===== config.mk =====
export PLATFORM = sky130hd
export DESIGN_NAME = main_config_regs
export DESIGN_NICKNAME = d
export VERILOG_FILES = /design/src/common/cfg_regs_pkg.sv /design/src/hdl/main_config_regs.sv
export SDC_FILE = /design/constraint.sdc
export NUM_CORES = 1
export LEC_CHECK = 0
export ABC_CLOCK_PERIOD_IN_PS = 1700
export BUFFER_PORTS_ARGS = -buffer_cell sky130_fd_sc_hd__buf_4
export CAP_MARGIN = 10
export CORE_MARGIN = 2
export CORE_UTILIZATION = 49
export DETAILED_ROUTE_END_ITERATION = 7
export PLACE_DENSITY = 0.85
export SYNTH_ARGS = -nofsm -noshare
export SYNTH_HDL_FRONTEND = slang
export SYNTH_SLANG_ARGS = --single-unit

===== constraint.sdc =====
create_clock -name clk -period 1.7 [get_ports clk]
set_input_delay 0.255 -clock clk [delete_from_list [all_inputs] [get_ports clk]]
set_output_delay 0.255 -clock clk [all_outputs]
set_load 0.05 [all_outputs]

===== src/common/cfg_regs_pkg.sv =====
package cfg_regs_pkg;

  // ------------------------------------------------------------
  // register map and presets
  // ------------------------------------------------------------
  localparam int unsigned ADDR_W          = 5;
  localparam int unsigned DATA_W          = 8;
  localparam logic [4:0]  POWER_CTRL_ADDR = 5'h00;
  localparam logic [4:0]  PROTO_SEL_ADDR  = 5'h01;
  localparam logic [7:0]  POWER_CTRL_RST  = 8'h01;
  localparam logic [7:0]  PROTO_SEL_RST   = 8'h02;
  localparam logic [7:0]  UNMAPPED_READ   = 8'h00;
  localparam logic [7:0]  POWER_CTRL_MASK = 8'hFB;  // bit 2 is reserved

  // ------------------------------------------------------------
  // power and rf control field positions
  // ------------------------------------------------------------
  localparam int unsigned PC_STANDBY  = 7;
  localparam int unsigned PC_RAW      = 6;
  localparam int unsigned PC_TX_ON    = 5;
  localparam int unsigned PC_HALF_PWR = 4;
  localparam int unsigned PC_AUX_RX   = 3;
  localparam int unsigned PC_RESERVED = 2;
  localparam int unsigned PC_RX_FORCE = 1;
  localparam int unsigned PC_SUPPLY5V = 0;

  // ------------------------------------------------------------
  // protocol select field positions
  // ------------------------------------------------------------
  localparam int unsigned PS_NO_CRC   = 7;
  localparam int unsigned PS_RAW_TYPE = 6;
  localparam int unsigned PS_NFC      = 5;
  localparam int unsigned PS_ROLE     = 4;
  localparam int unsigned PS_ACTIVE   = 3;
  localparam int unsigned PS_CARD_EMU = 2;

  // ------------------------------------------------------------
  // decoded protocol classes and bit rates
  // ------------------------------------------------------------
  typedef enum logic [2:0] {
    CLS_VICINITY    = 3'h0,
    CLS_PROX_A      = 3'h1,
    CLS_PROX_B      = 3'h2,
    CLS_PROPRIETARY = 3'h3,
    CLS_NFC         = 3'h4,
    CLS_CARD_EMU_A  = 3'h5,
    CLS_CARD_EMU_B  = 3'h6,
    CLS_RESERVED    = 3'h7
  } proto_class_t;

  typedef enum logic [1:0] {
    RATE_106 = 2'h0,
    RATE_212 = 2'h1,
    RATE_424 = 2'h2,
    RATE_848 = 2'h3
  } rate_t;

  // ------------------------------------------------------------
  // carriers
  // ------------------------------------------------------------
  typedef struct packed {
    logic             wr;
    logic             rd;
    logic [4:0]       addr;
    logic [7:0]       wdata;
  } host_req_t;

  typedef struct packed {
    logic standby;
    logic active;
    logic framing_enable;
    logic raw_mode0;
    logic raw_mode1;
    logic transmitter_enable;
    logic receiver_enable;
    logic tx_osc_force;
    logic output_power_half;
    logic aux_receive_input_select;
    logic supply_range_select;
  } rf_ctrl_t;

  typedef struct packed {
    proto_class_t cls;
    rate_t        rate;
    logic         valid;
    logic         crc_check;
    logic         vic_double_sub;
    logic         vic_high_rate;
    logic         vic_one_of_256;
    logic         nfc_initiator;
    logic         nfc_active;
  } proto_cfg_t;

endpackage


===== src/hdl/main_config_regs.sv =====
`timescale 1ns/100ps
// How it works
// - standby bit 7 set keeps device in standby, clear means active
// - power control register presets to 0x01 at reset or chip enable low
// - raw access bit 6 bypasses framing; mode 0 front end, mode 1 custom framing
// - raw access clear gives host port exchange with automatic framing
// - bit 5 switches transmitter and receivers on, clear keeps transmitter off
// - bit 4 set selects half power, clear selects full power
// - bit 3 routes receiver to auxiliary input when set, main otherwise
// - bit 1 forces receiver and oscillator on; else receiver follows bit 5
// - protocol bit 7 clear means crc checked, only for type A and vicinity
// - protocol bit 6 chooses direct mode type 0 or 1
// - protocol bit 5 chooses reader mode or nfc and card emulation
// - reader: bits 4..0 form protocol code; nfc: bit 4 picks initiator
// - nfc: bit 3 picks passive or active communication
// - nfc family: bit 2 picks normal nfc or card emulation
// - nfc family: bits 1..0 pick bit rate or emulated card type
// - protocol register presets to 0x02 at reset or chip enable low
// - low code bits decode nfc rates and card emulation types
// - reader codes decode vicinity, type A, type B, proprietary protocols
// - writing protocol register reloads option register defaults
module main_config_regs
(
  input  wire logic                   clk,
  input  wire logic                   nrst,
  input  wire logic                   ce,
  input  wire logic                   chip_enable_pin,
  input  wire cfg_regs_pkg::host_req_t host_req,
  output logic [7:0]                  rdata,
  output logic                        rvalid,
  output cfg_regs_pkg::rf_ctrl_t      rf_ctrl,
  output cfg_regs_pkg::proto_cfg_t    proto_cfg,
  output logic                        option_reload
);
  import cfg_regs_pkg::*;

  // ------------------------------------------------------------
  // declarations
  // ------------------------------------------------------------
  logic       en_meta_reg;
  logic       en_sync_reg;
  logic [7:0] power_reg;
  logic [7:0] power_next;
  logic [7:0] proto_reg;
  logic [7:0] proto_next;
  logic       wr_power;
  logic       wr_proto;
  logic [7:0] rdata_next;

  // ------------------------------------------------------------
  // decode helpers
  // ------------------------------------------------------------

  // power register to front-end controls
  function automatic rf_ctrl_t decode_power(input logic [7:0] p);
    rf_ctrl_t c;
    c.standby                  = p[PC_STANDBY];
    c.active                   = ~p[PC_STANDBY];
    c.framing_enable           = ~p[PC_RAW];
    c.raw_mode0                = 1'b0;
    c.raw_mode1                = 1'b0;
    c.transmitter_enable       = p[PC_TX_ON];
    c.receiver_enable          = p[PC_TX_ON] | p[PC_RX_FORCE];
    c.tx_osc_force             = p[PC_RX_FORCE];
    c.output_power_half        = p[PC_HALF_PWR];
    c.aux_receive_input_select = p[PC_AUX_RX];
    c.supply_range_select      = p[PC_SUPPLY5V];
    return c;
  endfunction

  // protocol register to protocol configuration
  function automatic proto_cfg_t decode_proto(input logic [7:0] s);
    proto_cfg_t c;
    c.cls            = CLS_RESERVED;
    c.rate           = rate_t'(s[1:0]);
    c.valid          = 1'b0;
    c.crc_check      = 1'b0;
    c.vic_double_sub = 1'b0;
    c.vic_high_rate  = 1'b0;
    c.vic_one_of_256 = 1'b0;
    c.nfc_initiator  = 1'b0;
    c.nfc_active     = 1'b0;
    if (!s[PS_NFC])
    begin
      // reader mode: five-bit protocol code
      if (s[4:3] == 2'b00)
      begin
        c.cls            = CLS_VICINITY;
        c.valid          = 1'b1;
        c.vic_double_sub = s[2];
        c.vic_high_rate  = s[1];
        c.vic_one_of_256 = s[0];
      end
      else if (s[4:2] == 3'b010)
      begin
        c.cls   = CLS_PROX_A;
        c.valid = 1'b1;
      end
      else if (s[4:2] == 3'b011)
      begin
        c.cls   = CLS_PROX_B;
        c.valid = 1'b1;
      end
      else if (s[4:1] == 4'b1101)
      begin
        c.cls   = CLS_PROPRIETARY;
        c.valid = 1'b1;
        c.rate  = s[0] ? RATE_424 : RATE_212;
      end
      // crc only meaningful for type A and vicinity
      c.crc_check = ~s[PS_NO_CRC] & c.valid
                  & (c.cls == CLS_VICINITY || c.cls == CLS_PROX_A);
    end
    else if (!s[PS_CARD_EMU])
    begin
      // nfc: role, communication mode, bit rate
      c.cls           = CLS_NFC;
      c.nfc_initiator = s[PS_ROLE];
      c.nfc_active    = s[PS_ACTIVE];
      c.valid         = (s[1:0] != 2'b00);
      c.rate          = rate_t'(s[1:0] - 2'h1);
    end
    else
    begin
      // card emulation: emulated card type
      c.cls   = s[0] ? CLS_CARD_EMU_B : CLS_CARD_EMU_A;
      c.valid = (s[1] == 1'b0);
      c.rate  = RATE_106;
    end
    return c;
  endfunction

  // ------------------------------------------------------------
  // chip enable pin synchroniser
  // ------------------------------------------------------------

  // low until synchronised so registers stay preset
  always_ff @(posedge clk or negedge nrst)
  begin
    if (!nrst)
    begin
      en_meta_reg <= 1'b0;
      en_sync_reg <= 1'b0;
    end
    else if (ce)
    begin
      en_meta_reg <= chip_enable_pin;
      en_sync_reg <= en_meta_reg;
    end
  end

  // ------------------------------------------------------------
  // register writes
  // ------------------------------------------------------------

  // writes land only while the chip is enabled
  assign wr_power = host_req.wr && en_sync_reg && (host_req.addr == POWER_CTRL_ADDR);
  assign wr_proto = host_req.wr && en_sync_reg && (host_req.addr == PROTO_SEL_ADDR);

  // next values, preset while chip enable is low
  always_comb
  begin
    power_next = power_reg;
    proto_next = proto_reg;
    if (!en_sync_reg)
    begin
      power_next = POWER_CTRL_RST;
      proto_next = PROTO_SEL_RST;
    end
    else
    begin
      if (wr_power)
      begin
        power_next = host_req.wdata & POWER_CTRL_MASK;
      end
      if (wr_proto)
      begin
        proto_next = host_req.wdata;
      end
    end
  end

  // power and rf control register
  always_ff @(posedge clk or negedge nrst)
  begin
    if (!nrst)
    begin
      power_reg <= POWER_CTRL_RST;
    end
    else if (ce)
    begin
      power_reg <= power_next;
    end
  end

  // protocol select register
  always_ff @(posedge clk or negedge nrst)
  begin
    if (!nrst)
    begin
      proto_reg <= PROTO_SEL_RST;
    end
    else if (ce)
    begin
      proto_reg <= proto_next;
    end
  end

  // ------------------------------------------------------------
  // decoded outputs, aligned with the registers
  // ------------------------------------------------------------

  // front-end controls; raw mode type comes from protocol register
  always_ff @(posedge clk or negedge nrst)
  begin
    if (!nrst)
    begin
      rf_ctrl <= decode_power(POWER_CTRL_RST);
    end
    else if (ce)
    begin
      rf_ctrl           <= decode_power(power_next);
      rf_ctrl.raw_mode0 <= power_next[PC_RAW] & ~proto_next[PS_RAW_TYPE];
      rf_ctrl.raw_mode1 <= power_next[PC_RAW] & proto_next[PS_RAW_TYPE];
    end
  end

  // protocol configuration
  always_ff @(posedge clk or negedge nrst)
  begin
    if (!nrst)
    begin
      proto_cfg <= decode_proto(PROTO_SEL_RST);
    end
    else if (ce)
    begin
      proto_cfg <= decode_proto(proto_next);
    end
  end

  // one-cycle reload of option register defaults
  always_ff @(posedge clk or negedge nrst)
  begin
    if (!nrst)
    begin
      option_reload <= 1'b0;
    end
    else if (ce)
    begin
      option_reload <= wr_proto;
    end
  end

  // ------------------------------------------------------------
  // register reads
  // ------------------------------------------------------------

  // read mux, unmapped addresses read zero
  always_comb
  begin
    unique case (host_req.addr)
      POWER_CTRL_ADDR: rdata_next = power_reg;
      PROTO_SEL_ADDR:  rdata_next = proto_reg;
      default:         rdata_next = UNMAPPED_READ;
    endcase
  end

  // read data and its one-cycle strobe
  always_ff @(posedge clk or negedge nrst)
  begin
    if (!nrst)
    begin
      rdata  <= 8'h00;
      rvalid <= 1'b0;
    end
    else if (ce)
    begin
      rvalid <= host_req.rd;
      if (host_req.rd)
      begin
        rdata <= rdata_next;
      end
    end
  end
endmodule


==> metrics.md <==
| Metric | Value |
|---|---|
| Status | finished, final reports clean |
| Maximum capacitance violations | 0 |
| Reg clk slew, reported paths | around 90 ps |
| Minimum clock period | about 1700 ps |
| Share of layout cells above drive strength 1 | 39.1% |
| Total chip power | ~2.3 mW |
| P_leak | 1.48 nW |
| CP Launch Type | input port |
| CTS sink cnt | 44 |
| Core Region | around 0.0047 sq mm |
| Finished Cell Area | 0.00329 sq mm |
| TritonCTS clock tree | built |
| Placed insts | between 300 and 400 |
| Vias post-DR | 2281 |
| Clk Latency, worst-skew pair | 300 ps |
| Maximum clock path buffer count | 2 |
| Syn_nets | roughly 280 |
| Largest net degree at the start of global routing | 45 |
| Hold slack final | ~180 ps |
| WL final | 6860 um |
| Setup Skew | 6.23 ps |
| Die footprint | around 0.0055 sq mm |
| WL/cell | between 15 and 20 um |
| GPL Wtd Cong | around 0.90 |
| # diodes | 0 |
| Chip Width | 73.9 um |
| Final worst path period share | roughly 98% |
| Initial DRC Count | between 200 and 250 |
| Dominant synthesized flop cell | dfrtp_1 |
| Synth top area cells | dfrtp_1, dfstp_2, o21ai_0 |
| Final Hold Vio Count | 0 |
| Hold Path Class | input port to flop |
| Most frequent cells in the layout | buf_4, dfrtp_1, nand2_1 |
| Number of flip-flops in the largest register | 12 |
| VDD IR-drop max | ~0.46 mV |
| Area Growth Syn to Fin | 37.6% |
| EDFF count, synth | 0 |
| Vias in the first global route | around 2.2k |
| Nets | 354 |
| # setup viols final | 0 |
| HPWL after DPL | between 5000 and 6000 um |
| Switching part of the total | between 20% and 30% |
| Max-slew violation count | 0 |
| Pre-antenna DRT Iters | 5 |
| Worst-path cell chain | buf_8, or4_4, buf_12, nor3b_4, mux2i_1, nor2_1, a22o_1 |
| RSZ-0062 raised after global routing | true |
| Cts bufs inserted | 5 |
| Vias per inst | roughly 5.7 |
| Crit Path Category | input port to flop |
| Initial antenna violation count | 0 |
| First-pass GRT wire length | approximately 12000 um |
| CP top delay family | simple AND/OR/NAND/NOR gates |
| Clock power frac | 36.6% |
| Slew @ Worst Pin | ~550 ps |
| Total grt overflow | 0 |
| CP Max Fanout | 5 |
| Chip Height | 73.9 um |
| Post-synth ARST share | 100% |
| Slowest CP cell | or4_4 |
| Row count | 25 |
| Combinational fraction of design power | 16.1% |
| Slew HR | approximately 63% |
| Power Density | 705 mW/mm^2 |
| Post-Syn Area | ~0.0024 sq mm |
| Arrival @ worst endpoint | between 1500 and 2000 ps |
| Overall routing resource usage | between 20% and 30% |
| Top-Level Pins | 52 |
| Post-synthesis sequential area ratio | approximately 46% |
| Share of the synthesized area in the top cell type | between 30% and 40% |
| Synth Register Bits | 44 |
| Post-Synthesis Cells | about 260 |
| H-Tree Level Count | 2 |
| Setup slack after layout | between 40 and 50 ps |
| Synth cell types | 52 |
| Switch Pwr | a little over 600 uW |
| Fmax | 603 MHz |
| Dpl cell area | 0.00312 sq mm |
| I/O Buffers | between 50 and 60 |
| Root Driver | clkbuf_8 |
| Cell taking the most area after synthesis | dfrtp_1 |
| Worst Setup End Kind | flop |
| # fillers | around 380 |
| Fin cells | around 400 |
| Initial core utilization | about 51% |
| Pre-CTS WS | -339 ps |
| Ys Warns | 0 |
| Internal power | roughly 1.7 mW |
| Sequential Power Share | about 47% |
| Drt drc | 0 |
| Critical Path RT | 1890 ps |
| Buffers and inverters on the worst path | 2 |
| Leading cell type in the layout, fill and taps excluded | buf_4 |
| Crit path largest cell delay | between 500 and 600 ps |
| Synth Area per Inst | about 9 sq um |
| Antenna-violating nets left | 0 |
power by group through the flow:
stage                     Sequential, mW  Clock [mW]  Combinational, mW
after CTS                           1.10       0.872              0.365
final                               1.10       0.850              0.373
after floorplan                     1.16           0              0.133
after global placement              1.12           0              0.356
after global routing                1.10       0.913              0.402
after detailed placement            1.12           0              0.360
cell type report:
cell class / count / area (sq um) / area share, %
Multi-Input combinational cell: 176 / 1190 / 36.1
Tap cell: 67 / 83.8 / 2.55
Inverter: 15 / 56.3 / 1.71
Timing Repair Buffer: 92 / 729 / 22.2
Clock inverter: 2 / 38.8 / 1.18
Sequential cell: 44 / 1110 / 33.8
Clock buffer: 6 / 82.6 / 2.51
through the flow:
step	TNS [ps]	util (%)
global placement	-4390	66.0
detailed placement	-5150	66.0
global route	-77.6	69.7
finish	0	69.7
CTS	-1.26	69.0
floorplan	-825	-
kinds of logic after synthesis:
| group | Yosys count | share of synthesized area (%) |
|---|---|---|
| AO/OA/AOI/OAI | 85 | 24.3 |
| multiplexers | 6 | 2.72 |
| flip-flops | 44 | 46.5 |
| adder cells (fa/ha/maj) | 1 | 0.523 |
| AND/OR/NAND/NOR | 84 | 18.2 |
| buffers and inverters | 39 | 7.80 |
synthesized netlist by cell type, drive strengths merged, types with 3 or more instances:
master   number
and2          3
o21ai        27
o2bb2ai       6
nor2b         4
dfrtp        36
inv          15
a21o          4
clkbuf       13
nor2         15
mux2          4
a21oi        12
nand3        10
nor3          8
dfstp         8
a22oi         9
a22o          5
buf          11
nand4         3
nand2        29
worst paths after layout:
kind	start	endpoint	slack [ps]	cells after the start
min reg2reg	proto_cfg[3]	proto_cfg[3]	480	2
min in group asynchronous	nrst	en_meta_reg	480	2
max	host_req[9]	rf_ctrl[6]	40	7
max in group asynchronous	nrst	en_sync_reg	830	2
min	chip_enable_pin	en_meta_reg	180	2
max reg2reg	en_sync_reg	proto_cfg[6]	40	6
repair_timing:
item	4_1_cts	5_1_grt
endpoints found under the hold margin	36	0
resized for setup	2	6
setup buffers	0	1
gates cloned	0	0
hold buffers	1	0
pin swaps	0	5
setup endpoints to repair	1	11
routing by layer:
| metal | GRT usage, % | share of wire, % | vias up | wire, um |
|---|---|---|---|---|
| met4 | 10.9 | 1.9 | 0 | 131 |
| met3 | 4.80 | 6.1 | 13 | 421 |
| met5 | 0 | 0 | - | 0 |
| met1 | 39.3 | 44 | 1080 | 3000 |
| li1 | - | - | 1083 | - |
| met2 | 44.2 | 48 | 105 | 3310 |
Power figures use the tool's default switching activity.
